--- src/shared/dft_pkg.sv ---
// Package for the decimation filter and output timing block
package dft_pkg;

    // ----------------------------------------------------------------
    // Register map (byte addresses)
    // ----------------------------------------------------------------
    localparam logic [7:0] DFT_OFS_CTRL = 8'h00;
    localparam logic [7:0] DFT_OFS_DECIM = 8'h04;
    localparam logic [7:0] DFT_OFS_STATUS = 8'h08;
    localparam logic [7:0] DFT_OFS_RESULT = 8'h0c;

    // ----------------------------------------------------------------
    // Control fields
    // ----------------------------------------------------------------
    localparam int DFT_CTRL_SPEED_BIT = 0;
    localparam int DFT_CTRL_FILT_LSB = 1;
    localparam int DFT_CTRL_GAIN_LSB = 3;
    localparam int DFT_CTRL_CHAN_LSB = 6;
    localparam int DFT_CTRL_EN_BIT = 9;
    localparam int DFT_CTRL_W = 10;
    localparam logic [9:0] DFT_CTRL_RST = 10'h000;

    // Status fields: bit 0 overrun (write 1 to clear), bits 2:1 buffer level
    localparam int DFT_STAT_OVR_BIT = 0;
    localparam int DFT_STAT_LVL_LSB = 1;

    // ----------------------------------------------------------------
    // Decimation and divisor figures
    // ----------------------------------------------------------------
    localparam logic [10:0] DFT_DECIM_MIN = 11'h014;
    localparam logic [10:0] DFT_DECIM_MAX = 11'h7ff;
    localparam logic [10:0] DFT_DECIM_RST = 11'h014;
    localparam logic [8:0] DFT_DIV_FAST = 9'h080;
    localparam logic [8:0] DFT_DIV_SLOW = 9'h100;
    localparam logic [2:0] DFT_GAIN_CODE_8 = 3'h3;
    localparam logic [2:0] DFT_GAIN_CODE_16 = 3'h4;
    localparam int DFT_SAMP_SHIFT_16 = 3;
    localparam int DFT_SAMP_SHIFT_32 = 4;
    localparam int DFT_SINC3_SHIFT = 4;
    localparam int DFT_ACC_W = 36;

    typedef enum logic [1:0] {
        DFT_FILT_FAST,
        DFT_FILT_SINC2,
        DFT_FILT_SINC3,
        DFT_FILT_AUTO
    } dft_filt_t;

    typedef struct packed {
        logic [31:0] data;
        logic [1:0] filt;
        logic [2:0] chan;
    } dft_res_t;

endpackage : dft_pkg

--- src/dft_buf.sv ---
// Small result buffer with valid and ready on both sides
`timescale 1ns/1ps
`default_nettype none
module dft_buf
    import dft_pkg::*;
#(
    parameter int W = 37,
    parameter int DEPTH = 2
)
(
    input wire logic clk,
    input wire logic rst_b,
    input wire logic in_valid,
    output logic in_ready,
    input wire logic [W-1:0] in_data,
    output logic out_valid,
    input wire logic out_ready,
    output logic [W-1:0] out_data,
    output logic [$clog2(DEPTH+1)-1:0] level
);
    localparam int AW = (DEPTH > 1) ? $clog2(DEPTH) : 1;
    localparam int LW = $clog2(DEPTH+1);

    logic [W-1:0] mem_reg [DEPTH];
    logic [AW-1:0] wptr_reg;
    logic [AW-1:0] rptr_reg;
    logic [LW-1:0] cnt_reg;
    wire push = in_valid && in_ready;
    wire pop = out_valid && out_ready;
    wire [AW-1:0] wptr_inc = (wptr_reg == AW'(DEPTH-1)) ? '0 : wptr_reg + 1'b1;
    wire [AW-1:0] rptr_inc = (rptr_reg == AW'(DEPTH-1)) ? '0 : rptr_reg + 1'b1;

    assign in_ready = (cnt_reg != LW'(DEPTH));
    assign out_valid = (cnt_reg != '0);
    assign out_data = mem_reg[rptr_reg];
    assign level = cnt_reg;

    always_ff @(posedge clk)
    begin
        if (push)
            mem_reg[wptr_reg] <= in_data;
    end

    always_ff @(posedge clk)
    begin
        if (!rst_b)
        begin
            wptr_reg <= '0;
            rptr_reg <= '0;
            cnt_reg <= '0;
        end
        else
        begin
            if (push)
                wptr_reg <= wptr_inc;
            if (pop)
                rptr_reg <= rptr_inc;
            cnt_reg <= cnt_reg + LW'(push) - LW'(pop);
        end
    end

    a_buf_no_over: assert property (@(posedge clk) disable iff (!rst_b)
        !in_ready |=> cnt_reg == LW'(DEPTH) || $past(pop))
        else $error("buffer level moved while full without a pop");

endmodule : dft_buf
`default_nettype wire

--- src/dft_core.sv ---
// Decimation filter, modulator timing and register slave
`timescale 1ns/1ps
`default_nettype none
// Functional notes
// Modulator tick every 128 or 256 clocks
// Decimation ratio only 20 to 2047
// One result per decimation-ratio modulator ticks
// Fast, sinc2, sinc3 filters settle 1/2/3
// Auto: fast twice, sinc2 once, then sinc3
// Positive input gives positive code, negative negative
// Sampling switch rate scales with gain setting
// One-cycle valid strobe with each result
module dft_core
    import dft_pkg::*;
(
    input wire logic clk,
    input wire logic rst_b,
    input wire logic hsel,
    input wire logic [31:0] haddr,
    input wire logic [1:0] htrans,
    input wire logic hwrite,
    input wire logic [2:0] hsize,
    input wire logic [31:0] hwdata,
    input wire logic hready,
    output logic [31:0] hrdata,
    output logic hreadyout,
    output logic hresp,
    input wire logic mod_bit,
    output logic mod_tick_out,
    output logic samp_tick_out,
    output logic out_strobe,
    output logic res_valid,
    input wire logic res_ready,
    output logic [31:0] res_data,
    output logic [2:0] res_chan
);
    // ----------------------------------------------------------------
    // Register slave
    // ----------------------------------------------------------------
    logic [DFT_CTRL_W-1:0] ctrl_reg;
    logic [10:0] decim_reg;
    logic ovr_reg;
    logic [31:0] last_reg;
    logic [31:0] hrdata_reg;
    logic wr_pend_reg;
    logic [7:0] wr_addr_reg;
    logic [1:0] level;

    wire addr_ok = hsel && hready && htrans[1];
    wire rd_take = addr_ok && !hwrite;
    wire wr_ctrl = wr_pend_reg && (wr_addr_reg == DFT_OFS_CTRL);
    wire wr_decim = wr_pend_reg && (wr_addr_reg == DFT_OFS_DECIM);
    wire wr_stat = wr_pend_reg && (wr_addr_reg == DFT_OFS_STATUS);
    wire [10:0] decim_wdata = hwdata[10:0];
    wire decim_ok = (hwdata[31:11] == '0) && (decim_wdata >= DFT_DECIM_MIN);
    wire [31:0] stat_word = {29'h0, level, ovr_reg};
    wire [31:0] rd_mux =
        (haddr[7:0] == DFT_OFS_CTRL) ? {22'h0, ctrl_reg} :
        (haddr[7:0] == DFT_OFS_DECIM) ? {21'h0, decim_reg} :
        (haddr[7:0] == DFT_OFS_STATUS) ? stat_word :
        (haddr[7:0] == DFT_OFS_RESULT) ? last_reg : 32'h0;

    assign hreadyout = 1'b1;
    assign hresp = 1'b0;
    assign hrdata = hrdata_reg;

    always_ff @(posedge clk)
    begin
        if (!rst_b)
        begin
            wr_pend_reg <= 1'b0;
            wr_addr_reg <= 8'h00;
            hrdata_reg <= 32'h0;
        end
        else
        begin
            wr_pend_reg <= addr_ok && hwrite;
            wr_addr_reg <= haddr[7:0];
            if (rd_take)
                hrdata_reg <= rd_mux;
        end
    end

    // Out-of-range ratios are ignored so the old ratio stays in force
    always_ff @(posedge clk)
    begin
        if (!rst_b)
        begin
            ctrl_reg <= DFT_CTRL_RST;
            decim_reg <= DFT_DECIM_RST;
        end
        else
        begin
            if (wr_ctrl)
                ctrl_reg <= hwdata[DFT_CTRL_W-1:0];
            if (wr_decim && decim_ok)
                decim_reg <= decim_wdata;
        end
    end

    wire speed = ctrl_reg[DFT_CTRL_SPEED_BIT];
    wire [1:0] filt_mode = ctrl_reg[DFT_CTRL_FILT_LSB +: 2];
    wire [2:0] gain = ctrl_reg[DFT_CTRL_GAIN_LSB +: 3];
    wire [2:0] chan = ctrl_reg[DFT_CTRL_CHAN_LSB +: 3];
    wire enable = ctrl_reg[DFT_CTRL_EN_BIT];
    // A channel change or disable restarts the filter and the auto sequence
    wire restart = !enable || (wr_ctrl && hwdata[DFT_CTRL_CHAN_LSB +: 3] != chan);

    // ----------------------------------------------------------------
    // Modulator and sampling timing
    // ----------------------------------------------------------------
    logic [8:0] div_cnt_reg;
    logic [8:0] samp_cnt_reg;
    logic mod_bit_s1_reg;
    logic mod_bit_s2_reg;
    logic samp_tick_reg;
    wire [8:0] mod_div = speed ? DFT_DIV_SLOW : DFT_DIV_FAST;
    wire mod_tick = (div_cnt_reg == mod_div - 9'h001);
    wire [8:0] samp_div = (gain <= DFT_GAIN_CODE_8) ? mod_div :
        (gain == DFT_GAIN_CODE_16) ? (mod_div >> DFT_SAMP_SHIFT_16) :
        (mod_div >> DFT_SAMP_SHIFT_32);
    wire samp_hit = (samp_cnt_reg >= samp_div - 9'h001);

    assign mod_tick_out = mod_tick;
    assign samp_tick_out = samp_tick_reg;

    always_ff @(posedge clk)
    begin
        if (!rst_b || restart)
        begin
            div_cnt_reg <= 9'h000;
            samp_cnt_reg <= 9'h000;
            samp_tick_reg <= 1'b0;
        end
        else
        begin
            div_cnt_reg <= mod_tick ? 9'h000 : div_cnt_reg + 9'h001;
            samp_cnt_reg <= samp_hit ? 9'h000 : samp_cnt_reg + 9'h001;
            samp_tick_reg <= samp_hit;
        end
    end

    // Modulator bit arrives from a pin
    always_ff @(posedge clk)
    begin
        if (!rst_b)
        begin
            mod_bit_s1_reg <= 1'b0;
            mod_bit_s2_reg <= 1'b0;
        end
        else
        begin
            mod_bit_s1_reg <= mod_bit;
            mod_bit_s2_reg <= mod_bit_s1_reg;
        end
    end

    // ----------------------------------------------------------------
    // Integrators and combs
    // ----------------------------------------------------------------
    // Wrapping arithmetic is exact for the combs as long as the width covers
    // three times the ratio's bit count
    logic signed [DFT_ACC_W-1:0] i1_reg, i2_reg, i3_reg;
    logic signed [DFT_ACC_W-1:0] d1_reg, d2a_reg, d2b_reg, d3a_reg, d3b_reg, d3c_reg;
    logic [10:0] dec_cnt_reg;
    logic [1:0] rd_cnt_reg;
    wire signed [DFT_ACC_W-1:0] x_in = mod_bit_s2_reg ? 36'sh1 : -36'sh1;
    wire out_evt = mod_tick && (dec_cnt_reg == decim_reg - 11'h001);
    // Combs read the integrators after this tick, so the first window after a
    // restart already holds a full ratio of samples
    wire signed [DFT_ACC_W-1:0] y1 = (i1_reg + x_in) - d1_reg;
    wire signed [DFT_ACC_W-1:0] y2a = (i2_reg + i1_reg) - d2a_reg;
    wire signed [DFT_ACC_W-1:0] y2 = y2a - d2b_reg;
    wire signed [DFT_ACC_W-1:0] y3a = (i3_reg + i2_reg) - d3a_reg;
    wire signed [DFT_ACC_W-1:0] y3b = y3a - d3b_reg;
    wire signed [DFT_ACC_W-1:0] y3 = y3b - d3c_reg;
    wire signed [DFT_ACC_W-1:0] y3s = y3 >>> DFT_SINC3_SHIFT;
    wire [1:0] auto_sel = (rd_cnt_reg < 2'h2) ? DFT_FILT_FAST :
        (rd_cnt_reg == 2'h2) ? DFT_FILT_SINC2 : DFT_FILT_SINC3;
    wire [1:0] filt_sel = (filt_mode == DFT_FILT_AUTO) ? auto_sel : filt_mode;
    wire [31:0] y_sel = (filt_sel == DFT_FILT_FAST) ? y1[31:0] :
        (filt_sel == DFT_FILT_SINC2) ? y2[31:0] : y3s[31:0];

    always_ff @(posedge clk)
    begin
        if (!rst_b || restart)
        begin
            {i1_reg, i2_reg, i3_reg} <= '0;
            {d1_reg, d2a_reg, d2b_reg, d3a_reg, d3b_reg, d3c_reg} <= '0;
            dec_cnt_reg <= 11'h000;
            rd_cnt_reg <= 2'h0;
        end
        else if (mod_tick)
        begin
            i1_reg <= i1_reg + x_in;
            i2_reg <= i2_reg + i1_reg;
            i3_reg <= i3_reg + i2_reg;
            dec_cnt_reg <= out_evt ? 11'h000 : dec_cnt_reg + 11'h001;
            if (out_evt)
            begin
                d1_reg <= i1_reg + x_in;
                d2a_reg <= i2_reg + i1_reg;
                d2b_reg <= y2a;
                d3a_reg <= i3_reg + i2_reg;
                d3b_reg <= y3a;
                d3c_reg <= y3b;
                if (rd_cnt_reg != 2'h3)
                    rd_cnt_reg <= rd_cnt_reg + 2'h1;
            end
        end
    end

    // ----------------------------------------------------------------
    // Result output
    // ----------------------------------------------------------------
    dft_res_t res_reg;
    dft_res_t buf_out;
    logic strobe_reg;
    logic buf_in_ready;
    wire push_lost = strobe_reg && !buf_in_ready;

    assign out_strobe = strobe_reg;
    assign res_data = buf_out.data;
    assign res_chan = buf_out.chan;

    always_ff @(posedge clk)
    begin
        if (!rst_b)
        begin
            res_reg <= '0;
            strobe_reg <= 1'b0;
            last_reg <= 32'h0;
        end
        else
        begin
            strobe_reg <= out_evt && !restart;
            if (out_evt)
                res_reg <= '{data: y_sel, filt: filt_sel, chan: chan};
            if (strobe_reg)
                last_reg <= res_reg.data;
        end
    end

    // A new overrun in the clearing cycle keeps the flag set
    always_ff @(posedge clk)
    begin
        if (!rst_b)
            ovr_reg <= 1'b0;
        else
            ovr_reg <= push_lost || (ovr_reg && !(wr_stat && hwdata[DFT_STAT_OVR_BIT]));
    end

    dft_buf #(.W($bits(dft_res_t)), .DEPTH(2)) u_buf (
        .clk(clk),
        .rst_b(rst_b),
        .in_valid(strobe_reg),
        .in_ready(buf_in_ready),
        .in_data(res_reg),
        .out_valid(res_valid),
        .out_ready(res_ready),
        .out_data(buf_out),
        .level(level)
    );

    // ----------------------------------------------------------------
    // Checks
    // ----------------------------------------------------------------
    a_mod_gap: assert property (@(posedge clk) disable iff (!rst_b)
        mod_tick && !restart ##1 !restart |-> (!mod_tick)[*8])
        else $error("modulator ticks too close together");
    a_decim_range: assert property (@(posedge clk) disable iff (!rst_b)
        decim_reg >= DFT_DECIM_MIN && decim_reg <= DFT_DECIM_MAX)
        else $error("decimation ratio out of range");
    a_out_count: assert property (@(posedge clk) disable iff (!rst_b)
        out_evt |-> mod_tick && dec_cnt_reg == decim_reg - 11'h001)
        else $error("result not at end of decimation period");
    a_filt_fixed: assert property (@(posedge clk) disable iff (!rst_b)
        filt_mode != DFT_FILT_AUTO |-> filt_sel == filt_mode)
        else $error("fixed filter selection not honoured");
    a_auto_seq: assert property (@(posedge clk) disable iff (!rst_b)
        out_evt && filt_mode == DFT_FILT_AUTO && rd_cnt_reg > 2'h2
        |=> res_reg.filt == DFT_FILT_SINC3)
        else $error("auto mode did not reach third-order filter");
    a_sign_fast: assert property (@(posedge clk) disable iff (!rst_b)
        out_evt && filt_sel == DFT_FILT_FAST |=> res_reg.data[31] == $past(y1[35]))
        else $error("result sign differs from filter sign");
    a_samp_rate: assert property (@(posedge clk) disable iff (!rst_b || restart)
        gain <= DFT_GAIN_CODE_8 && samp_tick_reg |-> samp_cnt_reg == 9'h000)
        else $error("sampling switch tick misplaced");
    a_strobe_once: assert property (@(posedge clk) disable iff (!rst_b)
        strobe_reg |=> !strobe_reg ##1 !strobe_reg)
        else $error("valid strobe longer than one cycle");
    a_strobe_cause: assert property (@(posedge clk) disable iff (!rst_b)
        strobe_reg |-> $past(out_evt))
        else $error("valid strobe without a result");

    c_result: cover property (@(posedge clk) disable iff (!rst_b) strobe_reg);
    c_auto_s3: cover property (@(posedge clk) disable iff (!rst_b)
        strobe_reg && res_reg.filt == DFT_FILT_SINC3 && filt_mode == DFT_FILT_AUTO);
    c_overrun: cover property (@(posedge clk) disable iff (!rst_b) push_lost);
    c_gain32: cover property (@(posedge clk) disable iff (!rst_b)
        samp_tick_reg && gain > DFT_GAIN_CODE_16);

endmodule : dft_core
`default_nettype wire

--- config.mk ---
export PLATFORM = sky130hd
export DESIGN_NAME = dft_core
export DESIGN_NICKNAME = d
export VERILOG_FILES = /design/src/shared/dft_pkg.sv /design/src/dft_buf.sv /design/src/dft_core.sv
export SDC_FILE = /design/constraint.sdc
export NUM_CORES = 1
export LEC_CHECK = 0
export BUFFER_PORTS_ARGS = -buffer_cell sky130_fd_sc_hd__buf_4
export CAP_MARGIN = 20
export CORE_MARGIN = 2
export CORE_UTILIZATION = 50
export CTS_CLUSTER_DIAMETER = 30
export DETAILED_ROUTE_END_ITERATION = 6
export PLACE_DENSITY = 0.78
export SYNTH_ARGS = -nofsm -noshare
export SYNTH_HDL_FRONTEND = slang
export SYNTH_SLANG_ARGS = --single-unit
--- constraint.sdc ---
create_clock -name clk -period 15.5 [get_ports clk]
set_input_delay 2.325 -clock clk [delete_from_list [all_inputs] [get_ports clk]]
set_output_delay 2.325 -clock clk [all_outputs]
set_load 0.01 [all_outputs]
Yosys cells after proc, flatten, opt, wreduce, memory -nomap -nowiden
Memory sizes are Yosys's and may differ from the RTL's. A register that Yosys moved wholly into a read port is not among the register bits.
Index checks and enable logic that the tools add are counted.
{"block": "op_classes", "addsub": 20, "magnitude_cmp": 4, "eq_ne": 14, "mux": 20, "reduce_logical": 35}
{"cell": "two-way mux 32 bit", "n": 6}
{"cell": "adder 36 bit", "n": 3}
{"cell": "subtractor 36 bit", "n": 3}
{"cell": "subtractor 32 bit", "n": 3}
{"cell": "two-way mux 36 bit", "n": 1}
{"cell": "equality test 8 x 4 -> 1 bit (second input constant)", "n": 3}
{"cell": "logical NOT 21 bit", "n": 1}
{"cell": "adder 9 x 1 -> 9 bit (second input constant)", "n": 2}
{"cell": "two-way mux 9 bit", "n": 2}
{"cell": "subtractor 9 x 1 -> 9 bit (second input constant)", "n": 2}
{"cell": "logical AND 1 bit", "n": 17}
{"cell": "equality test 8 x 3 -> 1 bit (second input constant)", "n": 2}
{"cell": "logical NOT 8 bit", "n": 2}
{"cell": "adder 11 x 1 -> 11 bit (second input constant)", "n": 1}
{"cell": "equality test 11 bit", "n": 1}
{"cell": "greater-or-equal comparator 11 x 5 -> 1 bit (second input constant)", "n": 1}
{"cell": "two-way mux 11 bit", "n": 1}
{"cell": "subtractor 11 x 1 -> 11 bit (second input constant)", "n": 1}
{"cell": "equality test 9 bit", "n": 1}
{"cell": "greater-or-equal comparator 9 bit", "n": 1}
{"cell": "logical NOT 1 bit", "n": 6}
{"cell": "two-way mux 1 bit", "n": 6}
{"cell": "two-way mux 2 bit", "n": 3}
{"cell": "two-way mux 6 bit", "n": 1}
{"cell": "other kinds (17)", "n": 23}
{"block": "totals", "register_bits": 483, "ramBits": 74, "memories": 1}
{"memory": "u_buf.mem_reg", "words": 2, "word_bits": 37, "rd": 1, "rd_ports_with_merged_regs": 1, "wr": 1, "line_no": "dft_buf.sv:24", "source": "logic [W-1:0] mem_reg [DEPTH];"}

Depth between registers and ports, before layout
{"block": "depth", "depth_word": 7, "mapped_depth": 45, "mapped_depth_nobuf": 45}

Hierarchy
Synthesis repeated with hierarchy kept, for this count alone.
{"block": "hier_totals", "cells_unflattened": 4453, "area_unflattened_um2": 35833.1}
{"module": "dft_core", "instances": 1, "cells_each": 4309, "area_per_inst_um2": 32890.3}
{"module": "dft_buf", "instances": 1, "cells_each": 144, "area_per_inst_um2": 2942.8}

Least setup slack after synthesis
OpenSTA, ideal clock, no wires.
{"block": "synth_timing", "kind": "register to register", "startpoint": "reg i2_reg[0]", "endpoint": "reg res_reg[36] (netlist bit)", "arrival_time_ps": 8054, "t_required_ps": 15385, "setup_slack_ps": 7331, "path_stages_with_launch": 44, "n_path_buf": 0, "path_cell_list": "dfxtp_1 > ha_1 > fa_1 > a21o_1 > a21oi_1 > o21bai_1 > a211o_1 > a21oi_1 > o311a_1 > nand2b_1 > a21oi_1 > xnor2_1 > ha_1 > a21o_1 > a21o_1 > a21oi_1 > nor2_1 > a21oi_1 > [... 8 more ...] > a21oi_1 > o21ai_0 > and2_1 > o21ai_0 > nand2b_1 > a41o_1 > a2111oi_0 > nor3_1 > xor2_1 > ha_1 > nand3_1 > nand2_1 > a41o_1 > o41ai_1 > xnor2_1 > xnor2_1 > nor2_1 > o21a_1"}
{"block": "synth_between", "elab_chain_len": 6, "word_cells_on_any_way": 9, "cone_classes": "7 x add/sub; 2 x mux"}
{"item": "from (decl)", "line_no": "dft_core.sv:163", "source": "logic signed [DFT_ACC_W-1:0] i1_reg, i2_reg, i3_reg;"}
{"item": "from (signal assigned)", "line_no": "dft_core.sv:196", "source": "i2_reg <= i2_reg + i1_reg;"}
{"item": "adder 36 bit", "line_no": "dft_core.sv:174", "source": "wire signed [DFT_ACC_W-1:0] y3a = (i3_reg + i2_reg) - d3a_reg;"}
{"item": "subtractor 36 bit", "line_no": "dft_core.sv:174"}
{"item": "net y3a[24]", "line_no": "dft_core.sv:174"}
{"item": "subtractor 36 bit", "line_no": "dft_core.sv:175", "source": "wire signed [DFT_ACC_W-1:0] y3b = y3a - d3b_reg;"}
{"item": "net y3b[32]", "line_no": "dft_core.sv:175"}
{"item": "subtractor 36 bit", "line_no": "dft_core.sv:176", "source": "wire signed [DFT_ACC_W-1:0] y3 = y3b - d3c_reg;"}
{"item": "two-way mux 32 bit", "line_no": "dft_core.sv:182", "source": "(filt_sel == DFT_FILT_SINC2) ? y2[31:0] : y3s[31:0];"}
{"item": "two-way mux 32 bit", "line_no": "dft_core.sv:181", "source": "wire [31:0] y_sel = (filt_sel == DFT_FILT_FAST) ? y1[31:0] :"}
{"item": "to (signal assigned)", "line_no": "dft_core.sv:238", "source": "res_reg <= '{data: y_sel, filt: filt_sel, chan: chan};"}
{"item": "to (decl)", "line_no": "dft_core.sv:216", "source": "dft_res_t res_reg;"}
The timed path passes the listed nets, and every way through them passes these cells.
A chain may end at the register's enable or synchronous reset.

Worst setup path after layout
Ends and elaborated chain as after synthesis.

==> flow_summary.yaml <==
global_route:
  overflow: 0
  grt_max_degree: 205
  grt_pass1_wl_um: 147000
  antenna_found_initial: 0
  grt_use_total: 0.250
  first_global_vias: 29108
synth:
  syn_area_mm2: 0.0351
  synth.distinct_cells: 87
  synth_cells: 4339
  synth-async-reset-ratio: 0
  synth_top_cell_by_area: "dfxtp_1"
  synth-edff-count: 70
  synth-seq-area-share: 0.335
  syn_nets: 4740
  yosysTopAreaCellShare: 0.275
  synth-seq-cells: 552
  syn_avg_cell_area_um2: 8.08
  synth_warnings: 0
  yosys-top-cells-area: "dfxtp_1 28%, ha_1 11%, a21oi_1 7.8%"
  synthFlopType: "dfxtp_1"
critical_path:
  slowest_stage: "fa_1"
  r2r_setup_slack_ps: 5800
  start_kind: "register"
  worstSetupEndpoint: "res_reg[36]"
  critPathMaxFanout: 5
  r2r-start: "i2_reg[0]"
  timing.rr.end: "res_reg[36]"
  arrival_ps: 10250
  cp.required_ps: 16050
  worst-r2r-cell-count: 41
  path_class: "reg2reg"
  crit_start: "i2_reg[0]"
  cpPeakStageDelay_ps: 410
  cp-end-kind: "register"
  critPathMostFrequentCell: "a21oi_1"
outcome:
  violations: "DRC"
  status: "finished with violations"
routing:
  final_antenna_net_count: 0
  viasPerCell: 5.65
  drtIter0Drc: 2433
  drc: 2
  via_count: 30983
  wl_per_cell_um: 16.9
  routed_wl_um: 92800
  firstDrtPassIters: 7
sta:
  fmax_mhz: 103
  hold_slack_ps: 437
  drv_slew: 0
  slew_headroom: 0.305
  fin_tns_setup_ps: 0
  rsz0062_at_grt: "no"
  worst_pin_slew_ps: 1040
  final-hold-violation-count: 0
  fin_crit_sh: 0.626
  setup_viol: 0
  finClkSkew_ps: 34.0
  min_period_ps: 9700
finish:
  mostFrequentLayoutCells: "708 x nand2_1, 546 x a21oi_1, 481 x dfxtp_1, 317 x ha_1, 290 x inv_1"
  syn2layout_area_growth_pct: 17.1
  n_antenna_cell: 0
  drive_above_1_share: 0.0968
  layout_commonest_cell: "nand2_1"
  largest_register_ffs: 70
  nets: 4840
pwr:
  peakVddDrop_v: 0.000102
  leakagePower_nw: 15.9
  power_density_mw_per_mm2: 103
placed_design:
  io_buffers: 118
  hpwlAfterDp_um: 64700
  globalplace.congestion: 0.905
floorplan:
  fp.dieH_um: 269
  start_util: 0.503
  io_pins: 149
  core_mm2: 0.0698
  rows: 97
  fp.dieW_um: 269
  die-area_mm2: 0.0723
hold_path:
  hold_start: "mod_bit_s1_reg"
  hold_class: "reg2reg"
  min_path_cells: 1
clocking:
  cts_hold_buf: 0
  cts-resized-gates: 0
  numCtsBuffers: 121
  clk_pin_slew_ps: 50
  clock_sinks: 552
  cts_max_level: 3
  cts_tree: "done"
  root_buffer: "clkbuf_16"
  cts_buffer_depth: 3
  clock_latency_ps: 670
  post-cts-setup-buffer-count: 0
run:
  max_cap_violations: 0
==> Yosys cell counts, types with 9 or more instances <==
cell      number
a211o_1       14
or2_2          9
ha_1         317
xor2_1       107
inv_1        291
a21oi_1      546
o211ai_1      32
a21o_1       124
xnor2_1      204
and3_1        28
nand4_1       26
nor3_1        59
or3_1         20
clkbuf_1     119
o21a_1        39
o211a_1        9
nand2b_1      33
mux2i_1       61
dfxtp_1      482
mux2_2        37
nor2b_1      122
o21ai_0      165
nand2_1      708
nor4_1        10
buf_2         39
nor2_1       254
o31ai_1       15
and2_1        36
a22oi_1       26
a31oi_1       25
a211oi_1      30
a21boi_0      18
nand3_1       67
edfxtp_1      70
o21bai_1      38
==> metal layers <==
metal | track usage | part of all wire
met4 | 0.106 | 0.035
met1 | 0.316 | 0.43
met3 | 0.0383 | 0.066
met2 | 0.424 | 0.46
met5 | 0 | 0
==> metrics by stage <==
stage	worst slack, ps	cells	area, µm²	power, W	utilization
after floorplan	7330	4339	35100	0.00155	-
after global placement	6030	5253	36700	0.00158	0.526
after detailed placement	5990	5253	36700	0.00158	0.526
after CTS	5920	5483	41000	0.00426	0.588
after global routing	5050	5486	41100	0.00434	0.589
final	5800	5486	41100	0.00424	0.589
==> how the worst min path moves through the flow <==
stage                endpoint  slack [ps]
2_1_floorplan  mod_bit_s2_reg         410
3_5_place_dp   mod_bit_s2_reg         430
3_3_place_gp   mod_bit_s2_reg         430
6_report       mod_bit_s2_reg         440
5_1_grt            d2b_reg[9]         460
4_1_cts        mod_bit_s2_reg         440
==> worst max-delay path, delay by kind of cell (launching register included) <==
kind | cells | cell delay (ps)
adders and majority gates | 5 | 1740
AOI/OAI and AO/OA | 21 | 4660
DFF | 1 | 330
and+or+nand+nor | 8 | 1550
xor gates and xnor gates | 5 | 1190
buffers and inverters | 2 | 130
==> power by group <==
group | total, W | internal, W | switching, W | leakage (nW)
Clock | 0.00268 | 0.00180 | 0.000886 | 2.11
Combinational | 0.000101 | 0.0000452 | 0.0000556 | 9.40
Sequential | 0.00146 | 0.00145 | 0.00000501 | 4.40
Total | 0.00424 | 0.00329 | 0.000946 | 15.9
==> kinds of logic after synthesis <==
family          share of synthesized area
compound gates                      0.208
xor+xnor                           0.0783
fa+ha+maj                           0.118
buf+inv                            0.0507
flops                               0.335
mux                                0.0293
other cells                      0.000214
simple gates                        0.181
==> layout make-up <==
type                       count  area, µm²
clock buffer                 151       3390
multi-input combinational   3330      21600
tap                          940       1180
timing repair buffer         143       1110
inverter                     291       1090
fill                        5818      28700
clock inverter                79        956
sequential                   552      11800
No activity file was read; power rests on OpenSTA's default activity.
